<file path="src/rtl/chgrb_map.vh">
// chgrb_map.vh: register map, field positions, reset values, timing counts
// assumes: included by the charger register bank, 40 MHz core clock
`ifndef CHGRB_MAP_VH
`define CHGRB_MAP_VH

// target address on the two-wire bus
`define CHGRB_DEV_ADDR      7'h6b

// register offsets
`define CHGRB_A_ICL         4'h0
`define CHGRB_A_CTL1        4'h1
`define CHGRB_A_CCL         4'h2
`define CHGRB_A_PTC         4'h3
`define CHGRB_A_BVL         4'h4
`define CHGRB_A_CTL2        4'h5
`define CHGRB_A_CTL3        4'h6
`define CHGRB_A_CTL4        4'h7
`define CHGRB_A_STS1        4'h8
`define CHGRB_A_FLT         4'h9
`define CHGRB_A_STS2        4'ha
`define CHGRB_A_PART        4'hb
`define CHGRB_A_CTL5        4'hc
`define CHGRB_A_LAST        8'h0c

// reset values
`define CHGRB_R_ICL         8'h17
`define CHGRB_R_CTL1        8'h1a
`define CHGRB_R_CCL         8'h91
`define CHGRB_R_PTC         8'h12
`define CHGRB_R_BVL         8'h40
`define CHGRB_R_CTL2        8'h9e
`define CHGRB_R_CTL3        8'he6
`define CHGRB_R_CTL4        8'h4c
`define CHGRB_R_CTL5        8'h00
// arbitrary part information value
`define CHGRB_R_PART        8'h00
`define CHGRB_UNMAPPED      8'hff

// bits that return to default on watchdog expiry
`define CHGRB_WM_ICL        8'h80
`define CHGRB_WM_CTL1       8'h70
`define CHGRB_WM_CCL        8'hbf
`define CHGRB_WM_PTC        8'hff
`define CHGRB_WM_BVL        8'hff
`define CHGRB_WM_CTL2       8'hff
`define CHGRB_WM_CTL3       8'h00
`define CHGRB_WM_CTL4       8'hc4
`define CHGRB_WM_CTL5       8'h00

// field positions
`define CHGRB_B_HIZ         7
`define CHGRB_B_TSIGN       6
`define CHGRB_B_WDRST       6
`define CHGRB_B_BSTEN       5
`define CHGRB_B_CHGEN       4
`define CHGRB_B_FULLON      6
`define CHGRB_B_WDFLT       7
`define CHGRB_B_WDT_HI      5
`define CHGRB_B_WDT_LO      4

// source-detect limit codes: 500 mA, 1.5 A, 2.4 A
`define CHGRB_ICL_500       5'h04
`define CHGRB_ICL_1500      5'h0e
`define CHGRB_ICL_2400      5'h17
`define CHGRB_FAST_CHARGE_CURRENT_CODE_MAX      6'h32
`define CHGRB_IPRE_MAX      4'hc
// code 6 = 700 mA
`define CHGRB_ICL_700       5'h06

// watchdog timing: one tick per second
`define CHGRB_CLK_HZ        40000000
`define CHGRB_WD_UNIT_S     40
// watchdog limits in seconds
`define CHGRB_WD_40S        8'h28
`define CHGRB_WD_80S        8'h50
`define CHGRB_WD_160S       8'ha0
`endif

</file>
<file path="src/rtl/chgrb_bank.v">
// chgrb_bank.v: charger register bank with two-wire target and watchdog
// assumes: scl/sda arrive unsynchronised, open-drain pad outside
//
// Overview of operation
// - burst reads and writes accepted from any register 00h to 0Ch.
// - fault register and status2 bits 6..4 latch changes until read.
// - watchdog-expired bit high in default mode, low in host mode.
// - power-on gives default mode, watchdog expired, all fields default.
// - target answers at 7-bit address 6Bh.
// - watchdog-resettable fields default on reset command and on expiry.
// - thermistor ignore forces condition good and fault field 000.
// - input limit code 5 bits, 100 mA offset, default 10111.
// - source detection overwrites input limit with 500 mA, 1.5 A, 2.4 A.
// - charging only if pin low, enable bit set, current nonzero.
// - boost and charge bits both set allow automatic mode change.
// - minimum system voltage code 3 bits, default 101.
// - boost threshold select bit chooses exit and start thresholds.
// - boost current limit bit, default 1 for 1.2 A.
// - input blocker fully on in boost or above 700 mA, else bit.
// - fast charge code 6 bits, zero disables, clamped to 110010.
// - precharge code bits 7..4, clamped to 1100.
// - termination code bits 3..0, default 0010.
// - battery voltage code bits 7..3, default 01000.
// - reads above last register return FFh.
// - undefined register address gets not-acknowledge, back to idle.
// - watchdog timeout 00 off, 01 40 s, 10 80 s, 11 160 s.
`timescale 1ns/1ps
`include "chgrb_map.vh"

module chgrb_bank
#(
   parameter TICK_CYC = 40000000
)
(
   // clock and reset
   input  wire       clk_i,
   input  wire       arst_n_i,
   // two-wire bus, open drain
   input  wire       scl_i,
   input  wire       sda_i,
   output wire       sda_o,
   output wire       sda_oe_n_o,
   // analog side status
   input  wire       reg_reset_i,
   input  wire       charge_dis_n_i,
   input  wire       adapter_i,
   input  wire       therm_good_i,
   input  wire [7:0] status1_i,
   input  wire [7:0] fault_i,
   input  wire [7:0] status2_i,
   input  wire       det_done_i,
   input  wire [1:0] det_type_i,
   // controls to the regulation loops
   output reg        charge_en_o,
   output reg        boost_en_o,
   output reg        blocker_full_on_o,
   output reg        host_mode_o,
   output reg  [4:0] icl_code_o,
   output reg  [5:0] fast_charge_current_code_code_o,
   output reg  [3:0] ipre_code_o
);

   // -----------------------------------------------------------------
   // helper functions
   // -----------------------------------------------------------------
   function [7:0] dflt;
      input [3:0] a;
      begin
         case (a)
            `CHGRB_A_ICL  : dflt = `CHGRB_R_ICL;
            `CHGRB_A_CTL1 : dflt = `CHGRB_R_CTL1;
            `CHGRB_A_CCL  : dflt = `CHGRB_R_CCL;
            `CHGRB_A_PTC  : dflt = `CHGRB_R_PTC;
            `CHGRB_A_BVL  : dflt = `CHGRB_R_BVL;
            `CHGRB_A_CTL2 : dflt = `CHGRB_R_CTL2;
            `CHGRB_A_CTL3 : dflt = `CHGRB_R_CTL3;
            `CHGRB_A_CTL4 : dflt = `CHGRB_R_CTL4;
            default       : dflt = `CHGRB_R_CTL5;
         endcase
      end
   endfunction

   function [7:0] wmask;
      input [3:0] a;
      begin
         case (a)
            `CHGRB_A_ICL  : wmask = `CHGRB_WM_ICL;
            `CHGRB_A_CTL1 : wmask = `CHGRB_WM_CTL1;
            `CHGRB_A_CCL  : wmask = `CHGRB_WM_CCL;
            `CHGRB_A_PTC  : wmask = `CHGRB_WM_PTC;
            `CHGRB_A_BVL  : wmask = `CHGRB_WM_BVL;
            `CHGRB_A_CTL2 : wmask = `CHGRB_WM_CTL2;
            `CHGRB_A_CTL3 : wmask = `CHGRB_WM_CTL3;
            `CHGRB_A_CTL4 : wmask = `CHGRB_WM_CTL4;
            default       : wmask = `CHGRB_WM_CTL5;
         endcase
      end
   endfunction

   // map physical offset to storage slot for writable registers
   function [3:0] slot;
      input [3:0] a;
      begin
         slot = (a == `CHGRB_A_CTL5) ? 4'h8 : a;
      end
   endfunction

   function writable;
      input [7:0] a;
      begin
         writable = (a <= 8'h07) || (a == `CHGRB_A_LAST);
      end
   endfunction

   // -----------------------------------------------------------------
   // pin synchronisers
   // -----------------------------------------------------------------
   reg [2:0] scl_s_q;
   reg [2:0] sda_s_q;
   reg [2:0] ce_s_q;
   reg       scl_q;
   reg       sda_q;
   reg       ce_q;

   always @(posedge clk_i or negedge arst_n_i)
   begin
      if (!arst_n_i)
      begin
         scl_s_q <= 3'h7;
         sda_s_q <= 3'h7;
         scl_q   <= 1'b1;
         sda_q   <= 1'b1;
         ce_s_q  <= 3'h7;
         ce_q    <= 1'b1;
      end
      else
      begin
         scl_s_q <= {scl_s_q[1:0], scl_i};
         sda_s_q <= {sda_s_q[1:0], sda_i};
         if (scl_s_q[1] == scl_s_q[2])
            scl_q <= scl_s_q[2];
         if (sda_s_q[1] == sda_s_q[2])
            sda_q <= sda_s_q[2];
         ce_s_q  <= {ce_s_q[1:0], charge_dis_n_i};
         if (ce_s_q[1] == ce_s_q[2])
            ce_q <= ce_s_q[2];
      end
   end

   wire scl_new = (scl_s_q[1] == scl_s_q[2]) ? scl_s_q[2] : scl_q;
   wire sda_new = (sda_s_q[1] == sda_s_q[2]) ? sda_s_q[2] : sda_q;
   wire ce_new  = (ce_s_q[1] == ce_s_q[2]) ? ce_s_q[2] : ce_q;
   wire scl_rise = scl_new & ~scl_q;
   wire scl_fall = ~scl_new & scl_q;
   wire start_c  = scl_new & scl_q & sda_q & ~sda_new;
   wire stop_c   = scl_new & scl_q & ~sda_q & sda_new;

   // -----------------------------------------------------------------
   // bus target state machine
   // -----------------------------------------------------------------
   localparam ST_IDLE = 3'h0;
   localparam ST_ADDR = 3'h1;
   localparam ST_REG  = 3'h2;
   localparam ST_WDAT = 3'h3;
   localparam ST_RDAT = 3'h4;
   localparam ST_ACK  = 3'h5;
   localparam ST_MACK = 3'h6;

   reg [2:0] st_q;
   reg [2:0] nxt_q;
   reg [3:0] bit_q;
   reg [7:0] sh_q;
   reg [7:0] ptr_q;
   reg       drv_q;
   reg       rd_q;

   reg [7:0] ctl_q [0:8];
   reg [7:0] flt_q;
   reg [2:0] st2_q;
   reg       wd_flt_q;
   reg       wd_kick;
   reg       wr_stb;
   reg       rd_flt;
   reg       rd_st2;

   // -----------------------------------------------------------------
   // live status and read mux
   // -----------------------------------------------------------------
   reg [7:0] rdata;
   wire [7:0] flt_view;
   assign flt_view = {wd_flt_q, flt_q[6:3],
                      ctl_q[0][`CHGRB_B_TSIGN] ? 3'h0 : flt_q[2:0]};

   always @*
   begin
      rdata = `CHGRB_UNMAPPED;
      if (ptr_q <= 8'h07 || ptr_q == `CHGRB_A_LAST)
         rdata = ctl_q[slot(ptr_q[3:0])];
      if (ptr_q == {4'h0, `CHGRB_A_CTL1})
         rdata[`CHGRB_B_WDRST] = 1'b0;
      if (ptr_q == {4'h0, `CHGRB_A_STS1})
         rdata = status1_i;
      if (ptr_q == {4'h0, `CHGRB_A_FLT})
         rdata = flt_view;
      if (ptr_q == {4'h0, `CHGRB_A_STS2})
         rdata = {status2_i[7], st2_q, status2_i[3:0]};
      if (ptr_q == {4'h0, `CHGRB_A_PART})
         rdata = `CHGRB_R_PART;
      if (ptr_q > `CHGRB_A_LAST)
         rdata = `CHGRB_UNMAPPED;
   end

   always @(posedge clk_i or negedge arst_n_i)
   begin
      if (!arst_n_i)
      begin
         st_q  <= ST_IDLE;
         nxt_q <= ST_IDLE;
         bit_q <= 4'h0;
         sh_q  <= 8'h00;
         ptr_q <= 8'h00;
         drv_q <= 1'b0;
         rd_q  <= 1'b0;
      end
      else if (start_c)
      begin
         st_q  <= ST_ADDR;
         bit_q <= 4'h0;
         drv_q <= 1'b0;
      end
      else if (stop_c)
      begin
         st_q  <= ST_IDLE;
         drv_q <= 1'b0;
      end
      else
      begin
         case (st_q)
            ST_ADDR, ST_REG, ST_WDAT:
            begin
               if (scl_rise)
               begin
                  sh_q  <= {sh_q[6:0], sda_new};
                  bit_q <= bit_q + 4'h1;
               end
               if (scl_fall && bit_q == 4'h8)
               begin
                  bit_q <= 4'h0;
                  st_q  <= ST_ACK;
                  drv_q <= 1'b1;
                  case (st_q)
                     ST_ADDR:
                     begin
                        if (sh_q[7:1] != `CHGRB_DEV_ADDR)
                        begin
                           st_q  <= ST_IDLE;
                           drv_q <= 1'b0;
                        end
                        rd_q  <= sh_q[0];
                        nxt_q <= sh_q[0] ? ST_RDAT : ST_REG;
                     end
                     ST_REG:
                     begin
                        if (sh_q > `CHGRB_A_LAST)
                        begin
                           st_q  <= ST_IDLE;
                           drv_q <= 1'b0;
                        end
                        ptr_q <= sh_q;
                        nxt_q <= ST_WDAT;
                     end
                     default:
                     begin
                        ptr_q <= ptr_q + 8'h01;
                        nxt_q <= ST_WDAT;
                     end
                  endcase
               end
            end
            ST_ACK:
            begin
               if (scl_fall)
               begin
                  st_q  <= nxt_q;
                  sh_q  <= rdata;
                  drv_q <= (nxt_q == ST_RDAT) ? ~rdata[7] : 1'b0;
                  bit_q <= (nxt_q == ST_RDAT) ? 4'h1 : 4'h0;
               end
            end
            ST_RDAT:
            begin
               if (scl_fall)
               begin
                  if (bit_q == 4'h8)
                  begin
                     drv_q <= 1'b0;
                     st_q  <= ST_MACK;
                     ptr_q <= ptr_q + 8'h01;
                  end
                  else
                  begin
                     drv_q <= ~sh_q[7 - bit_q[2:0]];
                     bit_q <= bit_q + 4'h1;
                  end
               end
            end
            ST_MACK:
            begin
               if (scl_rise)
                  st_q <= sda_new ? ST_IDLE : ST_ACK;
               nxt_q <= ST_RDAT;
            end
            default:
               st_q <= ST_IDLE;
         endcase
      end
   end

   // active-low enable: pin pulled low while drv_q
   assign sda_o      = 1'b0;
   assign sda_oe_n_o = ~drv_q;

   always @*
   begin
      wr_stb = (st_q == ST_WDAT) && scl_fall && bit_q == 4'h8 && !start_c && !stop_c;
      rd_flt = (st_q == ST_ACK) && scl_fall && nxt_q == ST_RDAT
               && ptr_q == {4'h0, `CHGRB_A_FLT};
      rd_st2 = (st_q == ST_ACK) && scl_fall && nxt_q == ST_RDAT
               && ptr_q == {4'h0, `CHGRB_A_STS2};
      wd_kick = wr_stb && ptr_q == {4'h0, `CHGRB_A_CTL1} && sh_q[`CHGRB_B_WDRST];
   end

   // -----------------------------------------------------------------
   // watchdog, 1 s tick
   // -----------------------------------------------------------------
   reg [25:0] tick_q;
   reg [7:0]  sec_q;
   wire       tick = (tick_q == TICK_CYC[25:0] - 26'h1);
   wire [1:0] wdt  = ctl_q[5][`CHGRB_B_WDT_HI:`CHGRB_B_WDT_LO];
   reg  [7:0] wd_lim;
   wire       wd_exp;

   always @*
   begin
      case (wdt)
         2'h1    : wd_lim = `CHGRB_WD_40S;
         2'h2    : wd_lim = `CHGRB_WD_80S;
         2'h3    : wd_lim = `CHGRB_WD_160S;
         default : wd_lim = 8'h00;
      endcase
   end

   assign wd_exp = tick && !wd_flt_q && wdt != 2'h0 && sec_q == wd_lim - 8'h01;

   always @(posedge clk_i or negedge arst_n_i)
   begin
      if (!arst_n_i)
      begin
         tick_q <= 26'h0;
         sec_q  <= 8'h00;
      end
      else if (wd_kick || wdt == 2'h0 || wd_flt_q)
      begin
         tick_q <= 26'h0;
         sec_q  <= 8'h00;
      end
      else
      begin
         tick_q <= tick ? 26'h0 : tick_q + 26'h1;
         if (tick)
            sec_q <= sec_q + 8'h01;
      end
   end

   // -----------------------------------------------------------------
   // register storage
   // -----------------------------------------------------------------
   integer i;
   always @(posedge clk_i or negedge arst_n_i)
   begin
      if (!arst_n_i)
      begin
         for (i = 0; i < 9; i = i + 1)
            ctl_q[i] <= dflt((i == 8) ? `CHGRB_A_CTL5 : i[3:0]);
         wd_flt_q <= 1'b1;
         flt_q    <= 8'h00;
         st2_q    <= 3'h0;
      end
      else
      begin
         flt_q <= (rd_flt ? 8'h00 : flt_q) | fault_i;
         st2_q <= (rd_st2 ? 3'h0 : st2_q) | status2_i[6:4];
         if (wd_exp)
            wd_flt_q <= 1'b1;
         else if (wd_kick)
            wd_flt_q <= 1'b0;
         for (i = 0; i < 9; i = i + 1)
         begin
            if (reg_reset_i)
               ctl_q[i] <= dflt((i == 8) ? `CHGRB_A_CTL5 : i[3:0]);
            else if (wd_exp)
               ctl_q[i] <= (ctl_q[i] & ~wmask((i == 8) ? `CHGRB_A_CTL5 : i[3:0]))
                         | (dflt((i == 8) ? `CHGRB_A_CTL5 : i[3:0])
                            & wmask((i == 8) ? `CHGRB_A_CTL5 : i[3:0]));
         end
         if (!reg_reset_i && !wd_exp && wr_stb && writable(ptr_q))
         begin
            ctl_q[slot(ptr_q[3:0])] <= sh_q;
            if (ptr_q == {4'h0, `CHGRB_A_CCL} && sh_q[5:0] > `CHGRB_FAST_CHARGE_CURRENT_CODE_MAX)
               ctl_q[2] <= {sh_q[7:6], `CHGRB_FAST_CHARGE_CURRENT_CODE_MAX};
            if (ptr_q == {4'h0, `CHGRB_A_PTC} && sh_q[7:4] > `CHGRB_IPRE_MAX)
               ctl_q[3] <= {`CHGRB_IPRE_MAX, sh_q[3:0]};
         end
         if (!reg_reset_i && det_done_i)
         begin
            case (det_type_i)
               2'h1    : ctl_q[0][4:0] <= `CHGRB_ICL_1500;
               2'h2    : ctl_q[0][4:0] <= `CHGRB_ICL_2400;
               default : ctl_q[0][4:0] <= `CHGRB_ICL_500;
            endcase
         end
      end
   end

   // -----------------------------------------------------------------
   // control outputs
   // -----------------------------------------------------------------
   wire ts_ok = ctl_q[0][`CHGRB_B_TSIGN] | therm_good_i;
   wire chg_ok = !ce_new && ctl_q[1][`CHGRB_B_CHGEN] && ctl_q[2][5:0] != 6'h00;
   wire bst_ok = ctl_q[1][`CHGRB_B_BSTEN];

   always @(posedge clk_i or negedge arst_n_i)
   begin
      if (!arst_n_i)
      begin
         charge_en_o       <= 1'b0;
         boost_en_o        <= 1'b0;
         blocker_full_on_o <= 1'b0;
         host_mode_o       <= 1'b0;
         icl_code_o        <= 5'h17;
         fast_charge_current_code_code_o       <= 6'h11;
         ipre_code_o       <= 4'h1;
      end
      else
      begin
         charge_en_o <= chg_ok && ts_ok && adapter_i && !ctl_q[0][`CHGRB_B_HIZ];
         boost_en_o  <= bst_ok && ts_ok && !adapter_i;
         blocker_full_on_o <= (bst_ok && !adapter_i) ||
                              ctl_q[0][4:0] > `CHGRB_ICL_700 ||
                              ctl_q[2][`CHGRB_B_FULLON];
         host_mode_o <= !wd_flt_q;
         icl_code_o  <= ctl_q[0][4:0];
         fast_charge_current_code_code_o <= ctl_q[2][5:0];
         ipre_code_o <= ctl_q[3][7:4];
      end
   end

endmodule

</file>
<file path="config.mk">
export PLATFORM = sky130hd
export DESIGN_NAME = chgrb_bank
export DESIGN_NICKNAME = d
export VERILOG_FILES = /design/src/rtl/chgrb_bank.v
export VERILOG_INCLUDE_DIRS = /design/src /design/src/rtl
export SDC_FILE = /design/constraint.sdc
export NUM_CORES = 1
export LEC_CHECK = 0
export BUFFER_PORTS_ARGS = -buffer_cell sky130_fd_sc_hd__buf_2
export CAP_MARGIN = 20
export CORE_UTILIZATION = 66
export DETAILED_ROUTE_END_ITERATION = 8
export PLACE_DENSITY = 0.89
export SYNTH_ARGS = -nofsm -noshare
export SYNTH_HDL_FRONTEND = slang
export SYNTH_SLANG_ARGS = --single-unit
export TNS_END_PERCENT = 1
</file>
<file path="constraint.sdc">
create_clock -name clk_i -period 6.7 [get_ports clk_i]
set_input_delay 1.34 -clock clk_i [delete_from_list [all_inputs] [get_ports clk_i]]
set_output_delay 1.34 -clock clk_i [all_outputs]
set_load 0.03 [all_outputs]
</file>
* Word level (Yosys, flattened, before mapping) *
Cells that the tools add are included.

cells by class
  $add $sub $neg = 6
  $lt $le $gt $ge = 9
  equality and inequality tests = 44
  mux-type cells = 124
  bitwise logic cells = 53
  reduce and logical (&&, ||, !) cells = 59

operators with widths
  operator                                                        number
  two-way mux 8 bit                                               65
  bitwise AND 8 bit                                               18
  OR 8 bit                                                        10
  bitwise mux 72 bit                                              1
  two-way mux 72 bit                                              1
  two-way mux 26 bit                                              2
  inverter 8 bit                                                  6
  one-hot mux 8 bit (2 select lines)                              3
  two-way mux 3 bit                                               15
  == test 8 x 4 -> 1 bit (second input constant)                  5
  binary-select mux 8 bit (select 4 bit)                          1
  demux 8 bit (select 4 bit)                                      1
  less-than comparator 32 x 4 -> 1 bit (second input constant)    1
  two-way mux 4 bit                                               8
  logical AND 1 bit                                               29
  adder 26 x 1 -> 26 bit (second input constant)                  1
  == test 26 bit (second input constant)                          1
  inequality test 4 bit (second input constant)                   6
  one-hot mux 8 bit (3 select lines)                              1
  two-way mux 1 bit                                               17
  adder 8 x 1 -> 8 bit (second input constant)                    2
  == test 8 x 2 -> 1 bit (second input constant)                  2
  greater-than comparator 8 x 4 -> 1 bit (second input constant)  2
  inequality test 2 bit (second input constant)                   7
  other kinds (45)                                                90

word-level totals
  bits in registers = 176
  input port bits = 35
  logic and storage cells = 328

* Logic depth before layout (Yosys ltp) *
  depth in word-level cells = 19
  depth in mapped cells = 10
  depth with buffers taken out = 7

* Least setup slack after synthesis *
OpenSTA, ideal clock, no wires.

  path kind = input to register
  from = input reg_reset_i
  to = register ctl_q[12] (netlist name)
  arrival time = 2.529 ns
  required time = 6.575 ns
  path slack = 4.047 ns
  stages on the path = 4
  cell sequence = clkbuf_1 -> clkinv_1 -> nand4_1 -> mux2_2

between the ends
  cells in the longest elaborated chain, start to end = 5
  elaborated cells between the ends (all ways) = 7

RTL lines
  what                            line              source
  start, declared                 chgrb_bank.v:44   input wire reg_reset_i,
  zero test 1 bit                 chgrb_bank.v:406  if (!reg_reset_i && !wd_exp && wr_stb && writable(ptr_q))
  logical AND 1 bit (3 in a row)  chgrb_bank.v:406
  two-way mux 72 bit *            chgrb_bank.v:406
  end signal, assigned by index   chgrb_bank.v:400  ctl_q[i] <= dflt((i == 8) ? `CHGRB_A_CTL5 : i[3:0]);
  end signal, assigned by index   chgrb_bank.v:402  ctl_q[i] <= (ctl_q[i] & ~wmask((i == 8) ? `CHGRB_A_CTL5 : i[3:0]))
  end signal, assigned by index   chgrb_bank.v:408  ctl_q[slot(ptr_q[3:0])] <= sh_q;
  end, declared                   chgrb_bank.v:177  reg [7:0] ctl_q [0:8];

Mark *: on every way between the ends. The rest lies on a longest branch, timed or not.
A chain may end at the register's enable or synchronous reset.

* Worst setup path after layout *
  from = register ptr_q[1]
  to = register sh_q[3]

between the ends
  cells in the longest elaborated chain, start to end = 14
  elaborated cells between the ends (all ways) = 22

RTL lines
  what                                                  line              source
  start, declared                                       chgrb_bank.v:173  reg [7:0] ptr_q;
  start signal, assigned                                chgrb_bank.v:269  ptr_q <= sh_q;
  start signal, assigned                                chgrb_bank.v:274  ptr_q <= ptr_q + 8'h01;
  start signal, assigned                                chgrb_bank.v:298  ptr_q <= ptr_q + 8'h01;
  == test 4 bit (no line)                               n/a
  two-way mux 4 bit                                     chgrb_bank.v:104  slot = (a == `CHGRB_A_CTL5) ? 4'h8 : a;
  inverter 4 -> 5 bit (not written as such)             chgrb_bank.v:198  rdata = ctl_q[slot(ptr_q[3:0])];
  binary-select mux 8 bit (select 4 bit)                chgrb_bank.v:198
  two-way mux 8 bit (not written as such) (2 in a row)  chgrb_bank.v:198
  two-way mux 8 bit                                     chgrb_bank.v:197  if (ptr_q <= 8'h07 || ptr_q == `CHGRB_A_LAST)
  two-way mux 8 bit                                     chgrb_bank.v:201  if (ptr_q == {4'h0, `CHGRB_A_STS1})
  two-way mux 8 bit                                     chgrb_bank.v:203  if (ptr_q == {4'h0, `CHGRB_A_FLT})
  two-way mux 8 bit                                     chgrb_bank.v:205  if (ptr_q == {4'h0, `CHGRB_A_STS2})
  two-way mux 8 bit                                     chgrb_bank.v:207  if (ptr_q == {4'h0, `CHGRB_A_PART})
  two-way mux 8 bit *                                   chgrb_bank.v:209  if (ptr_q > `CHGRB_A_LAST)
  two-way mux 8 bit *                                   chgrb_bank.v:282  if (scl_fall)
  one-hot mux 8 bit (2 select lines) *                  chgrb_bank.v:238  case (st_q)
  end signal, assigned                                  chgrb_bank.v:243  sh_q <= {sh_q[6:0], sda_new};
  end signal, assigned                                  chgrb_bank.v:285  sh_q <= rdata;
  end, declared                                         chgrb_bank.v:172  reg [7:0] sh_q;

Mark *: on every way between the ends. The rest lies on a longest branch, timed or not. The select of a mux whose other input is x is not followed.

==> flow_metrics.env <==
export IMPL_yosysTopAreaCell="dfrtp_1"
export IMPL_synth_seq_cells=175
export IMPL_ios=56
export IMPL_worstSetupStartpointType="register"
export IMPL_holdPathEnd="sda_s_q[1]"
export IMPL_holdCritPathClass="reg2reg"
export IMPL_maxSlewViolCount=0
export IMPL_vias_per_cell=7.07
export IMPL_die_w_um=122
export IMPL_dp_hpwl_um=17300
export IMPL_cts_setup_buffers=0
export IMPL_synth_simple_area_share_pct=19.6
export IMPL_initial_utilization_pct=68.1
export IMPL_skew_ps=7.37
export IMPL_drive_above_1_share_pct=17.7
export IMPL_synth_top_area_share_pct=33.9
export IMPL_drt_wl_total_um=26200
export IMPL_status="finished clean"
export IMPL_drc_errors=0
export IMPL_muxShareOfSynthArea_pct=5.99
export IMPL_met1_usage_pct=51.8
export IMPL_cts_buffers=17
export IMPL_grt_usage_pct=37.6
export IMPL_core_area_um2=14000
export IMPL_ctsRootBufferMaster="clkbuf_16"
export IMPL_grtUsageMet2_pct=55.0
export IMPL_synthToLayoutAreaGrowth_pct=9.39
export IMPL_use_met3_pct=12.5
export IMPL_synth_net_count=1033
export IMPL_cp_required_ps=7020
export IMPL_yosys_area_share_adder_pct=2.29
export IMPL_finalHoldWorstSlack_ps=356
export IMPL_antenna_found_initial=1
export IMPL_ant_nets=0
export IMPL_grt_overflow_total=0
export IMPL_die_area_um2=14900
export IMPL_stdcell_count=1194
export IMPL_worstSetupEndpointType="register"
export IMPL_synth_xor_area_share_pct=2.67
export IMPL_cts_path_max_buffers=2
export IMPL_gp_congestion=1.06
export IMPL_synth_seq_area_share_pct=46.6
export IMPL_synthCells=983
export IMPL_drv_cap=0
export IMPL_clkSlewWorstSetupHoldPaths_ps=70
export IMPL_power_mw=3.38
export IMPL_synth_compound_area_share_pct=18.8
export IMPL_ys_warnings_count=0
export IMPL_timing_final_ws_setup_ps=2780
export IMPL_first_pass_iters=6
export IMPL_hold_start="sda_s_q[0]"
export IMPL_synth_ff_type="dfrtp_1"
export IMPL_port_buffers=53
export IMPL_worst_pin_slew_ps=1100
export IMPL_synth_cell_types=87
export IMPL_postCtsResizedCells=0
export IMPL_power_density_nw_per_um2=324
export IMPL_vdd_drop_max_uv=221
export IMPL_synth_async_reset_ratio_pct=100
export IMPL_grt_setup_unrepaired="no"
export IMPL_grt_max_degree=103
export IMPL_vias=8446
export IMPL_ys_top_cells_by_area="dfrtp_1, dfstp_2, mux2i_1, nand2_1, nor2_1"
export IMPL_criticalPathCategory="reg2reg"
export IMPL_hold_viol=0
export IMPL_clock_sinks=175
export IMPL_htree_levels=4
export IMPL_path_max_fanout=27
export IMPL_synth_avg_cell_area_um2=9.69
export IMPL_ff2ff_setup_slack_ps=2780
export IMPL_grt_pass1_vias=8001
export IMPL_pre_cts_slack_ps=2970
export IMPL_wl_per_cell_um=22.0
export IMPL_period_share_pct=58.6
export IMPL_worstRegToRegCells=7
export IMPL_drtIter0Drc=1083
export IMPL_period_minus_slack_ps=3920
export IMPL_synth_top_family_by_area="simple AND/OR/NAND/NOR gates"
export IMPL_slew_headroom_pct=26.1
export IMPL_rows=43
export IMPL_grt_pass1_wl_um=42500
export IMPL_r2r_start="ptr_q[1]"
export IMPL_synth_edf_count=0
export IMPL_grt_busiest_layer="met2"
export IMPL_die_h_um=122
export IMPL_arrival_ps=4250
export IMPL_syn_area_um2=9520
export IMPL_tritoncts="done"
export IMPL_whs_path_depth=0
export IMPL_power_leakage_nw=4.56
export IMPL_setup_viol=0
export IMPL_cts_hold_buf=0
export IMPL_layout_nets=1050
export IMPL_reg2reg_to="sh_q[3]"
export IMPL_setup_tns_ps=0
export IMPL_insertion_delay_ps=430
export IMPL_placed_cells=1161
export IMPL_max_freq_ghz=0.255
## synthesized netlist by cell type (11+ instances only)
cell	number
nand2_1	92
a211oi_1	13
dfrtp_1	129
and3_1	11
a32o_1	11
o221ai_1	12
ha_1	15
nand3_1	45
o22ai_1	21
nor3_1	14
inv_1	33
mux2i_1	39
clkbuf_1	49
o211ai_1	19
xor2_1	22
nor2_1	88
o21ai_0	39
a21oi_1	62
nand4_1	24
a21o_1	18
dfstp_2	46
## how the worst max path moves through the flow
| stage | from | end | slack [ps] | cells after the start |
|---|---|---|---|---|
| finish | ptr_q[1] | sh_q[3] | 2780 | 7 |
| global route | ptr_q[1] | sh_q[3] | 2620 | 7 |
| CTS | ptr_q[1] | sh_q[3] | 2970 | 7 |
| detailed placement | reg_reset_i | ctl_q[71] | 2970 | 4 |
| global placement | ptr_q[1] | sh_q[4] | 3000 | 7 |
| floorplan | reg_reset_i | ctl_q[12] | 4050 | 4 |
## state kept, by name, summed over array words and instances (netlist names), 4 cells and up
name                             cells
sec_q                                8
flt_q                                7
bit_q                                4
ctl_q                               71
ipre_code_o                          4
fast_charge_current_code_code_o      6
tick_q                              26
sh_q                                 8
icl_code_o                           5
ptr_q                                8
## report_power, final
| part | leakage [nW] | total [mW] | internal [mW] | switching (mW) |
|---|---|---|---|---|
| clock | 0.305 | 1.02 | 0.593 | 0.427 |
| combinational | 2.09 | 1.01 | 0.354 | 0.657 |
| sequential | 2.17 | 1.35 | 1.13 | 0.218 |
## placed cells by master, fill, tap and decap left out, types with 9 or more instances in the layout
cell type	synthesis	final
a211oi_1	13	13
a21o_1	18	18
a21oi_1	62	62
a32o_1	11	11
and3_1	11	11
buf_2	4	52
clkbuf_16	0	17
dfrtp_1	129	129
dfstp_2	46	46
ha_1	15	15
inv_1	33	33
mux2_2	10	10
mux2i_1	39	39
nand2_1	92	92
nand3_1	45	45
nand4_1	24	24
nor2_1	88	88
nor3_1	14	14
nor4_1	9	9
o211ai_1	19	19
o21ai_0	39	39
o221ai_1	12	12
o22ai_1	21	21
xor2_1	22	22
## routing by layer
layer  part of all wire, %  vias to the layer above  wire, um
met5                     0                        -         0
met2                    43                      636     11400
met4                   3.9                        0      1020
li1                      -                     3676         -
met1                    40                     4019     10400
met3                    13                      115      3420
## logic make-up after synthesis
family          after synthesis
compound gates              259
xor+xnor                     29
fa+ha+maj                    18
buf+inv                      95
flops                       175
mux                          52
other cells                   1
simple gates                354
## layout make-up
cell class              instances  area, um^2
clock inverters                11         130
multi-input cells             713        4710
inverters                      36         135
well taps                     180         225
diodes                          1        2.50
fillers                       987        3570
flip-flops and latches        175        4440
clock buffers                  21         480
repair buffers                 57         302
## worst max-delay path, cell delays in order, from the launching register on
cell      delay [ps]
dfrtp_1          720
inv_1            410
ha_1             610
nand3_1          680
nand2_1          560
mux2i_1          290
o221ai_1         210
a41o_1           310
## through the flow
step / instance area, um^2 / util (%)
after global routing: 10400 / 74.5
after global placement: 9810 / 70.1
after CTS: 10400 / 74.5
after detailed placement: 9810 / 70.1
final: 10400 / 74.5
after floorplan: 9520 / -
(Power assumes the default switching activity.)
